--- src/design/rdw_consts.svh ---
// Register offsets, field positions, reset values and sizes of the
// receive descriptor status, fetch and write-back block.
// Assumes byte addressing on a 32-bit APB, one word per register.
`ifndef RDW_CONSTS_SVH
`define RDW_CONSTS_SVH

`define RDW_OFF_CTRL 8'h00
`define RDW_OFF_ETY 8'h04
`define RDW_OFF_THRESH 8'h08
`define RDW_OFF_RING_LEN 8'h0C
`define RDW_OFF_TAIL 8'h10
`define RDW_OFF_FETCH_STAT 8'h14
`define RDW_OFF_WB_STAT 8'h18

`define RDW_RST_ETY 16'h8100
`define RDW_RST_LAYOUT 3'h1
`define RDW_RST_HDR_SIZE 10'h100
`define RDW_RST_PFTH 7'h04
`define RDW_RST_HATH 7'h04
`define RDW_RST_WBTH 7'h00
`define RDW_RST_RING_LEN 16'h0040

`define RDW_LAYOUT_SPLIT 3'h2
`define RDW_LAYOUT_REPL_LARGE 3'h4

`define RDW_ONCHIP_DEPTH 7'h40
`define RDW_LINE_DESC 3'h4
`define RDW_VLAN_BYTES 16'h0004

`define RDW_ST_DN 0
`define RDW_ST_LB 1
`define RDW_ST_VP 3
`define RDW_ST_UC 4
`define RDW_ST_TC 5
`define RDW_ST_IC 6
`define RDW_ST_UV 10
`define RDW_ST_DYNINT 11

`define RDW_ER_IP 11
`define RDW_ER_L4E 10
`define RDW_ER_DE 7
`define RDW_ER_LEN 5
`define RDW_ER_CRC 4
`define RDW_ER_HO 3

`endif

--- src/design/rdw_pkg.sv ---
// Types shared by the receive descriptor block.
// Assumes rdw_consts.svh supplies every number.
package rdw_pkg;

  typedef enum logic [1:0] {
    RDW_IDLE = 2'b01,
    RDW_BUSY = 2'b10
  } rdw_xfer_state_t;

endpackage

--- src/design/rdw_desc_compose.sv ---
// Combinational build of the written-back descriptor fields.
// Assumes packet facts arrive from the parser on the same clock.
`timescale 1ns/10ps
`include "rdw_consts.svh"

module rdw_desc_compose (
  input wire logic store_bad_frames,
  input wire logic vlan_strip_enable,
  input wire logic frag_sum_disable,
  input wire logic ip_payload_sum_enable,
  input wire logic [2:0] descriptor_layout_select,
  input wire logic [9:0] header_buffer_size,
  input wire logic [15:0] vlan_ethertype_value,
  input wire logic pkt_last,
  input wire logic pkt_first,
  input wire logic pkt_dyn_int,
  input wire logic pkt_fe_seen,
  input wire logic pkt_parity_err,
  input wire logic pkt_crc_err,
  input wire logic pkt_len_err,
  input wire logic pkt_ipv4,
  input wire logic pkt_ipv6,
  input wire logic pkt_udp,
  input wire logic pkt_tcp,
  input wire logic pkt_frag,
  input wire logic pkt_first_frag,
  input wire logic pkt_ipv4_bad,
  input wire logic pkt_l4_bad,
  input wire logic [15:0] pkt_udp_hdr_sum,
  input wire logic [15:0] pkt_ethertype,
  input wire logic [15:0] pkt_tag,
  input wire logic pkt_hdr_decoded,
  input wire logic [9:0] pkt_hdr_len,
  input wire logic [15:0] pkt_seg_len,
  input wire logic [15:0] pkt_total_len,
  input wire logic [15:0] pkt_payload_sum,
  input wire logic [15:0] pkt_ip_id,
  input wire logic [31:0] pkt_rss_hash,
  output logic [19:0] status,
  output logic [11:0] error,
  output logic [15:0] packet_buffer_length,
  output logic [15:0] vlan_tag,
  output logic [9:0] parsed_header_length,
  output logic split_header_valid,
  output logic [31:0] hash_word
);

  logic strip;
  logic frag_mode;
  logic hov;
  logic ipc;
  logic l4c;
  logic udpc;
  logic udpok;
  logic [15:0] len;

  always_comb begin
    strip = vlan_strip_enable && (pkt_ethertype == vlan_ethertype_value);
    frag_mode = !frag_sum_disable && ip_payload_sum_enable;
    ipc = pkt_ipv4;
    udpok = 1'b0;
    if (pkt_ipv4 && pkt_frag && frag_mode) begin
      udpc = 1'b1;
      l4c = 1'b0;
      // Zero header sum means the sender skipped it
      udpok = pkt_first_frag && pkt_udp && (pkt_udp_hdr_sum != 16'h0000)
        && !pkt_l4_bad;
    end else if (pkt_ipv4 && !pkt_frag) begin
      udpc = pkt_udp;
      l4c = pkt_udp || pkt_tcp;
    end else begin
      udpc = 1'b0;
      l4c = pkt_ipv6 && !pkt_frag && pkt_tcp;
    end
    hash_word = (frag_mode && pkt_ipv4 && pkt_frag) ?
      {pkt_ip_id, pkt_payload_sum} : pkt_rss_hash;
    split_header_valid = pkt_hdr_decoded;
    parsed_header_length = pkt_hdr_len;
    hov = (descriptor_layout_select == `RDW_LAYOUT_SPLIT) && pkt_hdr_decoded
      && (header_buffer_size < pkt_hdr_len);
    len = pkt_seg_len;
    if (strip && pkt_first) begin
      len = pkt_seg_len - `RDW_VLAN_BYTES;
    end
    if (descriptor_layout_select == `RDW_LAYOUT_SPLIT && pkt_first
        && pkt_hdr_decoded && !hov) begin
      len = len - {6'h00, pkt_hdr_len};
    end else if (descriptor_layout_select == `RDW_LAYOUT_REPL_LARGE
        && pkt_total_len < {6'h00, header_buffer_size}) begin
      len = pkt_total_len;
    end
    // With overflow the header stays in the data buffer, counted in len
    packet_buffer_length = len;
    vlan_tag = (strip && pkt_last) ? pkt_tag : 16'h0000;
    status = 20'h00000;
    status[`RDW_ST_DN] = 1'b1;
    status[`RDW_ST_LB] = pkt_last;
    status[`RDW_ST_VP] = pkt_last && strip;
    status[`RDW_ST_UC] = pkt_last && udpc;
    status[`RDW_ST_TC] = pkt_last && l4c;
    status[`RDW_ST_IC] = pkt_last && ipc;
    status[`RDW_ST_UV] = pkt_last && udpok;
    status[`RDW_ST_DYNINT] = pkt_last && pkt_dyn_int;
    error = 12'h000;
    // Error bits only on the last buffer of a packet
    if (pkt_last) begin
      error[`RDW_ER_IP] = ipc && pkt_ipv4_bad;
      error[`RDW_ER_L4E] = l4c && pkt_l4_bad;
      error[`RDW_ER_DE] = (store_bad_frames && pkt_fe_seen)
        || pkt_parity_err;
      error[`RDW_ER_LEN] = store_bad_frames && pkt_len_err;
      error[`RDW_ER_CRC] = store_bad_frames && pkt_crc_err;
      error[`RDW_ER_HO] = hov;
    end
  end

endmodule

--- src/design/rdw_rx_desc.sv ---
// Receive descriptor status, fetch and write-back control with APB regs.
// Assumes the parser, PCIe engine and timers share mclk; filters are
// elsewhere and never see checksum results.
//
// Notes on behaviour
// - Data error flag on error code in frame, last buffer, bad frames kept.
// - Packet buffer parity fault sets data error flag regardless of storing.
// - IPv4 and transport sum errors flagged, meaningful with computed bits.
// - Checksum failures never affect address or type filtering.
// - CRC and length errors on last buffer, only when bad frames kept.
// - Split mode: header larger than buffer sets overflow, length still given.
// - Sixteen-bit buffer length per descriptor, CRC bytes included.
// - Layout 4, short packet: full packet size reported as length.
// - Layout 2, no split: header plus payload bytes reported.
// - Matching ethertype with stripping: tag copied, four bytes removed, else zero.
// - Tag field: priority 15..13, CFI 12, VLAN id 11..0.
// - Fragment sum offload replaces hash with sum and IP identification.
// - Later fragment: raw payload sum, UDP valid clear, flags 1/0.
// - First UDP fragment: flags 1/0, valid only for nonzero good sum.
// - Unfragmented IPv4: valid clear, flags 1/1 UDP, 0/1 TCP.
// - Empty on-chip store: fetch at once when tail makes descriptors.
// - At prefetch threshold fetch if enough host descriptors and PCIe idle.
// - Trim fetch count so the following fetch starts line aligned.
// - Never fetch at or beyond the software tail.
// - Pack used descriptors per line; flush on threshold, timer, dynamic event.
// - Timer expiry writes all back before interrupt; realign after partials.
// - Error bits: IPv4 11, transport 10, length 5, CRC 4, overflow 3.
// - Done flag set on finished descriptor; with last flag packet complete.
//
// Chosen here: the APB interface to the registers and the register offsets.
`timescale 1ns/10ps
`include "rdw_consts.svh"

module rdw_rx_desc (
  input wire logic mclk,
  input wire logic sys_rst,
  input wire logic psel,
  input wire logic penable,
  input wire logic pwrite,
  input wire logic [7:0] paddr,
  input wire logic [31:0] pwdata,
  output logic [31:0] prdata,
  output logic pready,
  output logic pslverr,
  input wire logic pkt_done,
  input wire logic pkt_last,
  input wire logic pkt_first,
  input wire logic pkt_dyn_int,
  input wire logic pkt_fe_seen,
  input wire logic pkt_parity_err,
  input wire logic pkt_crc_err,
  input wire logic pkt_len_err,
  input wire logic pkt_ipv4,
  input wire logic pkt_ipv6,
  input wire logic pkt_udp,
  input wire logic pkt_tcp,
  input wire logic pkt_frag,
  input wire logic pkt_first_frag,
  input wire logic pkt_ipv4_bad,
  input wire logic pkt_l4_bad,
  input wire logic [15:0] pkt_udp_hdr_sum,
  input wire logic [15:0] pkt_ethertype,
  input wire logic [15:0] pkt_tag,
  input wire logic pkt_hdr_decoded,
  input wire logic [9:0] pkt_hdr_len,
  input wire logic [15:0] pkt_seg_len,
  input wire logic [15:0] pkt_total_len,
  input wire logic [15:0] pkt_payload_sum,
  input wire logic [15:0] pkt_ip_id,
  input wire logic [31:0] pkt_rss_hash,
  output logic desc_valid,
  output logic [19:0] desc_status,
  output logic [11:0] desc_error,
  output logic [15:0] desc_length,
  output logic [15:0] desc_vlan,
  output logic [9:0] desc_hdr_len,
  output logic desc_shv,
  output logic [31:0] desc_hash,
  output logic [15:0] desc_index,
  input wire logic pcie_busy,
  output logic fetch_req,
  output logic [15:0] fetch_index,
  output logic [6:0] fetch_count,
  input wire logic fetch_done,
  input wire logic tmr_expire,
  input wire logic dyn_event,
  output logic wb_req,
  output logic [15:0] wb_index,
  output logic [6:0] wb_count,
  input wire logic wb_done,
  output logic tmr_fire
);

  // Configuration
  logic store_bad_frames_q;
  logic vlan_strip_enable_q;
  logic frag_sum_disable_q;
  logic ip_payload_sum_enable_q;
  logic [2:0] descriptor_layout_select_q;
  logic [9:0] header_buffer_size_q;
  logic [15:0] vlan_ethertype_value_q;
  logic [6:0] prefetch_threshold_q;
  logic [6:0] host_avail_threshold_q;
  logic [6:0] writeback_threshold_q;
  logic [15:0] ring_len_q;
  logic [15:0] tail_q;

  // Bus slave
  logic [31:0] prdata_q;
  logic pready_q;
  logic pslverr_q;
  logic [31:0] rd_d;
  logic miss_d;
  logic apb_wr;

  // Fetch side
  rdw_pkg::rdw_xfer_state_t fetch_st_q;
  logic [15:0] fetch_ptr_q;
  logic [6:0] onchip_q;
  logic [6:0] fetch_cnt_q;
  logic fetch_req_q;
  logic [15:0] avail;
  logic [6:0] free_slots;
  logic [15:0] to_end;
  logic [1:0] misalign;
  logic [6:0] fetch_cnt_d;
  logic fetch_go;

  // Write-back side
  rdw_pkg::rdw_xfer_state_t wb_st_q;
  logic [15:0] wb_ptr_q;
  logic [15:0] use_ptr_q;
  logic [6:0] wb_pend_q;
  logic [6:0] wb_cnt_q;
  logic wb_req_q;
  logic tmr_pend_q;
  logic dyn_pend_q;
  logic tmr_fire_q;
  logic [2:0] line_gap;
  logic [6:0] wb_cnt_d;
  logic wb_go;

  // Descriptor output
  logic [19:0] st_w;
  logic [11:0] er_w;
  logic [15:0] len_w;
  logic [15:0] vlan_w;
  logic [9:0] hlen_w;
  logic shv_w;
  logic [31:0] hash_w;
  logic desc_valid_q;
  logic [19:0] desc_status_q;
  logic [11:0] desc_error_q;
  logic [15:0] desc_length_q;
  logic [15:0] desc_vlan_q;
  logic [9:0] desc_hdr_len_q;
  logic desc_shv_q;
  logic [31:0] desc_hash_q;
  logic [15:0] desc_index_q;

  always_comb begin
    rd_d = 32'h00000000;
    miss_d = 1'b0;
    if (paddr == `RDW_OFF_CTRL) begin
      rd_d = {14'h0000, header_buffer_size_q, 1'b0,
        descriptor_layout_select_q, ip_payload_sum_enable_q,
        frag_sum_disable_q, vlan_strip_enable_q, store_bad_frames_q};
    end else if (paddr == `RDW_OFF_ETY) begin
      rd_d = {16'h0000, vlan_ethertype_value_q};
    end else if (paddr == `RDW_OFF_THRESH) begin
      rd_d = {9'h000, writeback_threshold_q, 1'b0, host_avail_threshold_q,
        1'b0, prefetch_threshold_q};
    end else if (paddr == `RDW_OFF_RING_LEN) begin
      rd_d = {16'h0000, ring_len_q};
    end else if (paddr == `RDW_OFF_TAIL) begin
      rd_d = {16'h0000, tail_q};
    end else if (paddr == `RDW_OFF_FETCH_STAT) begin
      rd_d = {9'h000, onchip_q, fetch_ptr_q};
    end else if (paddr == `RDW_OFF_WB_STAT) begin
      rd_d = {9'h000, wb_pend_q, wb_ptr_q};
    end else begin
      miss_d = 1'b1;
    end
  end

  // One wait state: answer is built from registered read data
  always_ff @(posedge mclk) begin
    if (sys_rst) begin
      pready_q <= 1'b0;
      pslverr_q <= 1'b0;
      prdata_q <= 32'h00000000;
    end else begin
      pready_q <= psel && penable && !pready_q;
      pslverr_q <= psel && penable && !pready_q && miss_d;
      if (psel && penable && !pready_q && !pwrite) begin
        prdata_q <= rd_d;
      end
    end
  end

  assign apb_wr = psel && penable && pwrite && pready_q && !pslverr_q;

  always_ff @(posedge mclk) begin
    if (sys_rst) begin
      store_bad_frames_q <= 1'b0;
      vlan_strip_enable_q <= 1'b0;
      frag_sum_disable_q <= 1'b1;
      ip_payload_sum_enable_q <= 1'b0;
      descriptor_layout_select_q <= `RDW_RST_LAYOUT;
      header_buffer_size_q <= `RDW_RST_HDR_SIZE;
      vlan_ethertype_value_q <= `RDW_RST_ETY;
      prefetch_threshold_q <= `RDW_RST_PFTH;
      host_avail_threshold_q <= `RDW_RST_HATH;
      writeback_threshold_q <= `RDW_RST_WBTH;
      ring_len_q <= `RDW_RST_RING_LEN;
      tail_q <= 16'h0000;
    end else if (apb_wr) begin
      if (paddr == `RDW_OFF_CTRL) begin
        store_bad_frames_q <= pwdata[0];
        vlan_strip_enable_q <= pwdata[1];
        frag_sum_disable_q <= pwdata[2];
        ip_payload_sum_enable_q <= pwdata[3];
        descriptor_layout_select_q <= pwdata[6:4];
        header_buffer_size_q <= pwdata[17:8];
      end else if (paddr == `RDW_OFF_ETY) begin
        vlan_ethertype_value_q <= pwdata[15:0];
      end else if (paddr == `RDW_OFF_THRESH) begin
        prefetch_threshold_q <= pwdata[6:0];
        host_avail_threshold_q <= pwdata[14:8];
        writeback_threshold_q <= pwdata[22:16];
      end else if (paddr == `RDW_OFF_RING_LEN) begin
        ring_len_q <= pwdata[15:0];
      end else if (paddr == `RDW_OFF_TAIL) begin
        tail_q <= pwdata[15:0];
      end
    end
  end

  // Fetch sizing; descriptors from fetch pointer up to tail are valid
  always_comb begin
    if (tail_q >= fetch_ptr_q) begin
      avail = tail_q - fetch_ptr_q;
    end else begin
      avail = tail_q + ring_len_q - fetch_ptr_q;
    end
    free_slots = `RDW_ONCHIP_DEPTH - onchip_q;
    to_end = ring_len_q - fetch_ptr_q;
    misalign = fetch_ptr_q[1:0] + free_slots[1:0];
    if (avail > {9'h000, free_slots}) begin
      // Falling behind: shorten so the next burst is line aligned
      if (free_slots > {5'h00, misalign}) begin
        fetch_cnt_d = free_slots - {5'h00, misalign};
      end else begin
        fetch_cnt_d = free_slots;
      end
    end else begin
      fetch_cnt_d = avail[6:0];
    end
    // A burst never wraps past the ring end
    if (to_end < {9'h000, fetch_cnt_d}) begin
      fetch_cnt_d = to_end[6:0];
    end
    fetch_go = (avail != 16'h0000) && (free_slots != 7'h00) &&
      ((onchip_q == 7'h00) ||
       ((onchip_q <= prefetch_threshold_q) &&
        (avail >= {9'h000, host_avail_threshold_q}) &&
        !pcie_busy));
  end

  always_ff @(posedge mclk) begin
    if (sys_rst) begin
      fetch_st_q <= rdw_pkg::RDW_IDLE;
      fetch_req_q <= 1'b0;
      fetch_cnt_q <= 7'h00;
      fetch_ptr_q <= 16'h0000;
    end else begin
      case (fetch_st_q)
        rdw_pkg::RDW_IDLE: begin
          if (fetch_go) begin
            fetch_req_q <= 1'b1;
            fetch_cnt_q <= fetch_cnt_d;
            fetch_st_q <= rdw_pkg::RDW_BUSY;
          end
        end
        rdw_pkg::RDW_BUSY: begin
          if (fetch_done) begin
            fetch_req_q <= 1'b0;
            fetch_st_q <= rdw_pkg::RDW_IDLE;
            if (fetch_ptr_q + {9'h000, fetch_cnt_q} >= ring_len_q) begin
              fetch_ptr_q <= fetch_ptr_q + {9'h000, fetch_cnt_q} - ring_len_q;
            end else begin
              fetch_ptr_q <= fetch_ptr_q + {9'h000, fetch_cnt_q};
            end
          end
        end
        default: begin
          fetch_st_q <= rdw_pkg::RDW_IDLE;
          fetch_req_q <= 1'b0;
        end
      endcase
    end
  end

  // Store level: fills on fetch completion, drains one per used descriptor
  always_ff @(posedge mclk) begin
    if (sys_rst) begin
      onchip_q <= 7'h00;
    end else begin
      onchip_q <= onchip_q + ((fetch_st_q == rdw_pkg::RDW_BUSY && fetch_done)
        ? fetch_cnt_q : 7'h00) - {6'h00, pkt_done && onchip_q != 7'h00};
    end
  end

  rdw_desc_compose u_compose (
    .store_bad_frames(store_bad_frames_q),
    .vlan_strip_enable(vlan_strip_enable_q),
    .frag_sum_disable(frag_sum_disable_q),
    .ip_payload_sum_enable(ip_payload_sum_enable_q),
    .descriptor_layout_select(descriptor_layout_select_q),
    .header_buffer_size(header_buffer_size_q),
    .vlan_ethertype_value(vlan_ethertype_value_q),
    .pkt_last(pkt_last),
    .pkt_first(pkt_first),
    .pkt_dyn_int(pkt_dyn_int),
    .pkt_fe_seen(pkt_fe_seen),
    .pkt_parity_err(pkt_parity_err),
    .pkt_crc_err(pkt_crc_err),
    .pkt_len_err(pkt_len_err),
    .pkt_ipv4(pkt_ipv4),
    .pkt_ipv6(pkt_ipv6),
    .pkt_udp(pkt_udp),
    .pkt_tcp(pkt_tcp),
    .pkt_frag(pkt_frag),
    .pkt_first_frag(pkt_first_frag),
    .pkt_ipv4_bad(pkt_ipv4_bad),
    .pkt_l4_bad(pkt_l4_bad),
    .pkt_udp_hdr_sum(pkt_udp_hdr_sum),
    .pkt_ethertype(pkt_ethertype),
    .pkt_tag(pkt_tag),
    .pkt_hdr_decoded(pkt_hdr_decoded),
    .pkt_hdr_len(pkt_hdr_len),
    .pkt_seg_len(pkt_seg_len),
    .pkt_total_len(pkt_total_len),
    .pkt_payload_sum(pkt_payload_sum),
    .pkt_ip_id(pkt_ip_id),
    .pkt_rss_hash(pkt_rss_hash),
    .status(st_w),
    .error(er_w),
    .packet_buffer_length(len_w),
    .vlan_tag(vlan_w),
    .parsed_header_length(hlen_w),
    .split_header_valid(shv_w),
    .hash_word(hash_w)
  );

  // Checksum results go only to the descriptor, never to any filter
  always_ff @(posedge mclk) begin
    if (sys_rst) begin
      desc_valid_q <= 1'b0;
      desc_status_q <= 20'h00000;
      desc_error_q <= 12'h000;
      desc_length_q <= 16'h0000;
      desc_vlan_q <= 16'h0000;
      desc_hdr_len_q <= 10'h000;
      desc_shv_q <= 1'b0;
      desc_hash_q <= 32'h00000000;
      desc_index_q <= 16'h0000;
      use_ptr_q <= 16'h0000;
    end else begin
      desc_valid_q <= pkt_done;
      if (pkt_done) begin
        desc_status_q <= st_w;
        desc_error_q <= er_w;
        desc_length_q <= len_w;
        desc_vlan_q <= vlan_w;
        desc_hdr_len_q <= hlen_w;
        desc_shv_q <= shv_w;
        desc_hash_q <= hash_w;
        desc_index_q <= use_ptr_q;
        if (use_ptr_q + 16'h0001 >= ring_len_q) begin
          use_ptr_q <= 16'h0000;
        end else begin
          use_ptr_q <= use_ptr_q + 16'h0001;
        end
      end
    end
  end

  // Write-back chunk choice
  always_comb begin
    line_gap = `RDW_LINE_DESC - {1'b0, wb_ptr_q[1:0]};
    wb_go = 1'b0;
    wb_cnt_d = wb_pend_q;
    if ((tmr_pend_q || dyn_pend_q) && wb_pend_q != 7'h00) begin
      wb_go = 1'b1;
    end else if (writeback_threshold_q != 7'h00 &&
        wb_pend_q >= writeback_threshold_q) begin
      wb_go = 1'b1;
    end else if (wb_pend_q >= {4'h0, line_gap}) begin
      // Finishing the partial line first brings writes back in line
      wb_go = 1'b1;
      wb_cnt_d = {4'h0, line_gap};
    end
  end

  always_ff @(posedge mclk) begin
    if (sys_rst) begin
      wb_st_q <= rdw_pkg::RDW_IDLE;
      wb_req_q <= 1'b0;
      wb_cnt_q <= 7'h00;
      wb_ptr_q <= 16'h0000;
    end else begin
      case (wb_st_q)
        rdw_pkg::RDW_IDLE: begin
          if (wb_go) begin
            wb_req_q <= 1'b1;
            wb_cnt_q <= wb_cnt_d;
            wb_st_q <= rdw_pkg::RDW_BUSY;
          end
        end
        rdw_pkg::RDW_BUSY: begin
          if (wb_done) begin
            wb_req_q <= 1'b0;
            wb_st_q <= rdw_pkg::RDW_IDLE;
            if (wb_ptr_q + {9'h000, wb_cnt_q} >= ring_len_q) begin
              wb_ptr_q <= wb_ptr_q + {9'h000, wb_cnt_q} - ring_len_q;
            end else begin
              wb_ptr_q <= wb_ptr_q + {9'h000, wb_cnt_q};
            end
          end
        end
        default: begin
          wb_st_q <= rdw_pkg::RDW_IDLE;
          wb_req_q <= 1'b0;
        end
      endcase
    end
  end

  always_ff @(posedge mclk) begin
    if (sys_rst) begin
      wb_pend_q <= 7'h00;
    end else begin
      wb_pend_q <= wb_pend_q + {6'h00, pkt_done} -
        ((wb_st_q == rdw_pkg::RDW_BUSY && wb_done) ? wb_cnt_q : 7'h00);
    end
  end

  // Timer and dynamic events: a new event wins over a same-cycle clear
  always_ff @(posedge mclk) begin
    if (sys_rst) begin
      tmr_pend_q <= 1'b0;
      dyn_pend_q <= 1'b0;
      tmr_fire_q <= 1'b0;
    end else begin
      tmr_fire_q <= 1'b0;
      if (tmr_expire) begin
        tmr_pend_q <= 1'b1;
      end else if (tmr_pend_q && wb_pend_q == 7'h00 &&
          wb_st_q == rdw_pkg::RDW_IDLE) begin
        tmr_pend_q <= 1'b0;
        tmr_fire_q <= 1'b1;
      end
      if (dyn_event) begin
        dyn_pend_q <= 1'b1;
      end else if (wb_go && wb_st_q == rdw_pkg::RDW_IDLE) begin
        dyn_pend_q <= 1'b0;
      end else if (wb_pend_q == 7'h00) begin
        dyn_pend_q <= 1'b0;
      end
    end
  end

  assign prdata = prdata_q;
  assign pready = pready_q;
  assign pslverr = pslverr_q;
  assign fetch_req = fetch_req_q;
  assign fetch_index = fetch_ptr_q;
  assign fetch_count = fetch_cnt_q;
  assign wb_req = wb_req_q;
  assign wb_index = wb_ptr_q;
  assign wb_count = wb_cnt_q;
  assign tmr_fire = tmr_fire_q;
  assign desc_valid = desc_valid_q;
  assign desc_status = desc_status_q;
  assign desc_error = desc_error_q;
  assign desc_length = desc_length_q;
  assign desc_vlan = desc_vlan_q;
  assign desc_hdr_len = desc_hdr_len_q;
  assign desc_shv = desc_shv_q;
  assign desc_hash = desc_hash_q;
  assign desc_index = desc_index_q;

endmodule

--- config.mk ---
export PLATFORM = sky130hd
export DESIGN_NAME = rdw_rx_desc
export DESIGN_NICKNAME = d
export VERILOG_FILES = /design/src/design/rdw_pkg.sv /design/src/design/rdw_desc_compose.sv /design/src/design/rdw_rx_desc.sv
export VERILOG_INCLUDE_DIRS = /design/src /design/src/design
export SDC_FILE = /design/constraint.sdc
export NUM_CORES = 1
export LEC_CHECK = 0
export ABC_AREA = 1
export BUFFER_PORTS_ARGS = -buffer_cell sky130_fd_sc_hd__buf_2
export CAP_MARGIN = 20
export CORE_AREA = 2 2 220 222
export CTS_CLUSTER_SIZE = 30
export DETAILED_ROUTE_END_ITERATION = 8
export DIE_AREA = 0 0 222 224
export GPL_TIMING_DRIVEN = 0
export PLACE_DENSITY = 0.77
export SKIP_LAST_GASP = 1
export SLEW_MARGIN = 20
export SYNTH_ARGS = -nofsm -noshare
export SYNTH_HDL_FRONTEND = slang
export SYNTH_HIERARCHICAL = 1
export SYNTH_SLANG_ARGS = --single-unit
--- constraint.sdc ---
create_clock -name mclk -period 6.1 [get_ports mclk]
set_input_delay 0.915 -clock mclk [delete_from_list [all_inputs] [get_ports mclk]]
set_output_delay 0.915 -clock mclk [all_outputs]
set_load 0.02 [all_outputs]
Word-level counts from Yosys, hierarchy flattened. Index checks and enable logic that the tools add are counted.

Add/sub/neg operators: 19. Order comparisons: 13. Equal/unequal tests: 17. Mux-type cells: 60. Bitwise logic cells: 4. Reductions and logical operators: 84.

Operators with widths (number): $mux 23 (7); $mux 16 (8); $sub 16x16->16 (5); $ge 16x16->1 (4); $mux 7 (8); $logic_and 1x1->1 (49); $add 16x7->16 (2); $mux 32 (1); $reduce_bool 16->1 (2); $reduce_bool 7->1 (4); $mux 1 (26); $eq 8x5->1 const B (3); $add 16x1->16 const B (1); $add 16x16->16 (1); $eq 16x16->1 (1); $eq 8x4->1 const B (2); $ge 16x7->1 (1); $gt 16x7->1 (1); $lt 16x10->1 (1); $lt 16x7->1 (1); $sub 16x10->16 (1); $sub 16x3->16 const B (1); $logic_not 7->1 (2); $reduce_and 2->1 (7); 34 further kinds (58).

Register bits: 311. Input port bits: 221. Output and inout port bits: 207. Logic and storage cells: 235.

Logic depth before layout (Yosys ltp).
Depth in word-level cells: 10. Gate-level depth with buffers: 41. Mapped depth without buffers: 38.

Modules after synthesis. The synthesis kept the hierarchy.

By module, submodules not included: rdw_rx_desc (times used 1, cells each 2877, area an instance 20120.5 um2, sequential area each 6366.1 um2); rdw_desc_compose (times used 1, cells each 606, area an instance 3353.2 um2, sequential area each 0.0 um2).

Worst setup path after synthesis. No wires, ideal clock.

Kind: reg2reg. From: reg fetch_ptr_q[1], in the netlist fetch_index[1]. To: reg fetch_cnt_q[3], in the netlist fetch_count[3]. Library setup time: 0.117 ns. Data arrival time: 4.958 ns. Data required time: 5.983 ns. Setup slack: 1.025 ns. Cell stages (with the launch flop): 37. Buffers on the path: 4. Period minus slack after synthesis: 5.075 ns. Cells stage by stage: dfxtp_1 inv_1 fa_1 nand2_1 nand2_1 nand3_2 nand3_2 nand2_1 nand2_2 buf_6 buf_6 a31oi_1 inv_1 ha_1 a21oi_1 o21a_1 o21ai_0 a21oi_1 nor2_1 nor2_1 nand3_2 buf_2 nor2_1 a31oi_1 ha_1 a21oi_1 nand3b_1 nand3_1 nor2_1 nand3_1 nor2_1 nand3_1 nor2_1 buf_2 a21oi_1 nor2_1 nor2_1.

Cells in the longest elaborated chain, start to end: 8. Elaborated cells on any way between the ends: 21. Those cells by class: 5 x add/sub; 5 x order compare; 4 x mux; 7 x reduce/logical.

Ends and longest elaborated chain: from (decl) (RTL line rdw_rx_desc.sv:118) `logic [15:0] fetch_ptr_q;`; from (signal assigned) (RTL line rdw_rx_desc.sv:290) `fetch_ptr_q <= fetch_ptr_q + {9'h000, fetch_cnt_q} - ring_len_q;`; from (signal assigned) (RTL line rdw_rx_desc.sv:292) `fetch_ptr_q <= fetch_ptr_q + {9'h000, fetch_cnt_q};`; parallel branches: the longest is 8 deep, another holds $sub 16x16->16; to (signal assigned) (RTL line rdw_rx_desc.sv:281) `fetch_cnt_q <= fetch_cnt_d;`; to (decl) (RTL line rdw_rx_desc.sv:120) `logic [6:0] fetch_cnt_q;`.

Several ways; the timed one is not identified. A chain may end at the register's enable or synchronous reset.

Worst setup path in the final report.
From: reg ring_len_q[3]. To: reg fetch_cnt_q[2], in the netlist fetch_count[2].

Cells in the longest elaborated chain, start to end: 9. Elaborated cells on any way between the ends: 16. Those cells by class: 3 x add/sub; 3 x order compare; 3 x mux; 7 x reduce/logical.

Ends and longest elaborated chain: from (decl) (RTL line rdw_rx_desc.sv:105) `logic [15:0] ring_len_q;`; from (signal assigned) (RTL line rdw_rx_desc.sv:215) `` ring_len_q <= `RDW_RST_RING_LEN; ``; from (signal assigned) (RTL line rdw_rx_desc.sv:232) `ring_len_q <= pwdata[15:0];`; parallel branches: the longest is 9 deep, another holds $add 16x16->16.

Several ways; the timed one is not identified.

==> reports/qor.txt <==
outcome: completed
GPL Wtd Cong: 1.03
Via-to-Cell Ratio: 5.50
first-pass GRT wire length: 132000 µm
DRC Markers: 0
Area Overhead vs Synth: 18.9%
Post-synth ARST share: 0%
slew margin rel.: 27.5%
CP startpoint kind: register
WHS Endpoint: desc_index[0]
antenna violations before repair: 4
ranking of synthesized cells by area: dfxtp_1 27%, ha_1 11%, nand2_1 9.2%
die width: 222 µm
clk buf depth: 3
Mapped Avg Cell Area: 6.74 µm²
Detail Route Antenna Nets: 0
die footprint: 49700 µm²
Post-Place Worst Slack: -0.488 ns
largest net degree at the start of global routing: 15
Crit path top cell by count: nor2_1
DRT Pass-1 Iters: 9
Seq/Total Area, Yosys: 27.1%
Finish-stage setup viols: 0
CP arrival: 6.30 ns
Final Hold Vio Count: 0
Top Ports: 428
CTS buffer count: 38
Clock transition at path regs: 0.07 ns
max-cap viol count: 0
grt ovf: 0
vias in the first global route: 23300
CP max stage delay: 0.53 ns
Top FF cell, synth: dfxtp_1
number of synthesized register bits: 318
Clock Skew: 0.0314 ns
Nets: 4418
final worst-path setup slack: 0.251 ns
clk_lat worst skew: 0.57 ns
initial core utilization: 49.6%
CTS tree: built
final std cells w/o fill: 4616
depth of the CTS H-tree: 2
TNS Setup: 0 ns
core footprint: 47300 µm²
layout cell share with drive strength beyond 1: 16.8%
Cells after DPL: 4531
Yosys top cell area share: 27.1%
Leak: 14.0 nW
routed len/inst: 19.2 µm
Least-Margin Pin Slew: 1.09 ns
hold-fix buffers at CTS: 0
reg2reg setup slack: 0.25 ns
WS Path Type: register to register
Post-Synthesis Cell Area: 23500 µm²
clk root buf: clkbuf_16
Chip Height: 224 µm
Period Utilization, post-route: 95.9%
Critical R2R Capture: fetch_count[2]
fmax: 171 MHz
max reg flops: 32
min-delay src: desc_index[0]
drt initial violations: 2393
biggest area consumer among synthesized cells: dfxtp_1
CP max FO: 12
required time worst endpoint: 6.55 ns
PortBufs: 408
detailed-route via count: 25400
depth of the most critical reg-to-reg path: 32
power per cell area: 235 nW/µm²
Post-synth EDFFs: 0
GRT Resource Usage Total: 34.2%
row count: 80
CTS sink count: 318
Syn. warnings: 6
worst hold path type: register to register
Hold Crit Depth: 2
utilization after layout: 58.9%
DRT Wirelength: 88600 µm
Netlist cell types: 59
Worst path slowest cell: fa_1
Worst Setup End Kind: register
min cycle time layout: 5.85 ns
Synth Instances: 3483
VDD IR max: 0.000206 V
FF-to-FF Start: ring_len_q[3]
HPWL Detailed: 71100 µm
pins over their slew limit: 0
[kinds of logic after synthesis]
| family | share of synthesized area (%) |
|---|---|
| AO/OA/AOI/OAI | 17.8 |
| flip-flops | 27.1 |
| other | 0.0480 |
| adder cells (fa/ha/maj) | 12.9 |
| buffers and inverters | 11.6 |
| AND/OR/NAND/NOR | 24.4 |
| XOR/XNOR | 4.66 |
| multiplexers | 1.54 |
[repair_timing]
| item | CTS | global route |
|---|---|---|
| gates resized for setup | 8 | 48 |
| setup buffers | 1 | 14 |
| endpoints found under the setup margin | 7 | 7 |
| pin swaps | 0 | 1 |
[critical path, delay by kind of cell (launching register included)]
family                   cells  cell delay [ns]
AND/OR/NAND/NOR             18             2.36
adder cells (fa/ha/maj)      4             1.51
buffers and inverters        5             0.64
AO/OA/AOI/OAI                4             0.56
flip-flops                   1             0.44
XOR/XNOR                     1             0.20
[metrics by stage]
step	hold WS (ns)	power (mW)	area, µm²
3_3_place_gp	0.448	4.22	26400
2_1_floorplan	0.457	3.69	23600
3_5_place_dp	0.453	4.26	26400
5_1_grt	0.483	6.91	27900
6_report	0.462	6.57	27900
4_1_cts	0.462	6.54	27600
[placed cells by master, fill, tap and decap left out, types with 114 or more instances in the layout]
cell type / count
nor2_1: 503
o21ai_0: 299
dfxtp_1: 300
inv_1: 484
clkbuf_1: 114
nand2_1: 576
ha_1: 194
buf_2: 411
nand3_1: 135
a21oi_1: 249
[cell usage after synthesis (all sizes together) (2+ instances only)]
library cell and instances:
or2 8, a211oi 47, o32ai 2, clkbuf 108, o221ai 4, inv 503, o211ai 27, o21a 8
clkinv 5, fa 24, mux2 32, o21bai 9, a2111oi 3, nand3b 4, ha 203, xnor2 42
dfxtp 318, o2111ai 10, nand2 592, o31ai 6, nand4 38, xor2 82, a22oi 11, a21boi 7
and2 8, a221o 2, nor3b 4, conb 3, nand3 141, a221oi 6, a21o 5, a31oi 19
nor2 516, nor3 39, buf 53, nor4 15, a21oi 252, o22ai 14, o21ai 311
[final cells by class]
type / count / area [µm²]
Inverter: 508 / 1930
Multi-Input combinational cell: 2521 / 14600
Antenna cell: 2 / 5.00
Sequential cell: 318 / 6400
Buffer: 160 / 803
Tap cell: 615 / 769
Fill cell: 4633 / 19400
Clock inverter: 18 / 163
Timing Repair Buffer: 423 / 2150
Clock buffer: 51 / 1080
[worst max path at each step]
| stage | start | cells past startpoint | slack [ns] | end |
|---|---|---|---|---|
| final | ring_len_q[3] | 32 | 0.25 | fetch_count[2] |
| after global placement | fetch_index[1] | 37 | -0.48 | fetch_count[1] |
| after global routing | ring_len_q[3] | 33 | -0.02 | fetch_count[4] |
| after detailed placement | fetch_index[1] | 36 | -0.49 | fetch_count[5] |
| after floorplan | fetch_index[1] | 36 | 1.03 | fetch_count[3] |
| after CTS | fetch_index[9] | 36 | 0.03 | fetch_count[2] |
[power by group]
part,internal (mW),total [mW],switching (mW)
clock,1.34,2.30,0.963
sequential,2.20,2.32,0.126
combinational,0.695,1.94,1.25
[layer usage]
layer / part of all wire, % / vias up / GRT usage [%] / wire length, µm
li1: - / 12300 / - / -
met1: 40 / 11500 / 43.4 / 35500
met2: 44 / 1295 / 55.6 / 39400
met3: 9.8 / 288 / 6.93 / 8710
met4: 5.6 / 2 / 16.9 / 5000
met5: 0.012 / - / 0 / 11
(Power assumes the default switching activity.)
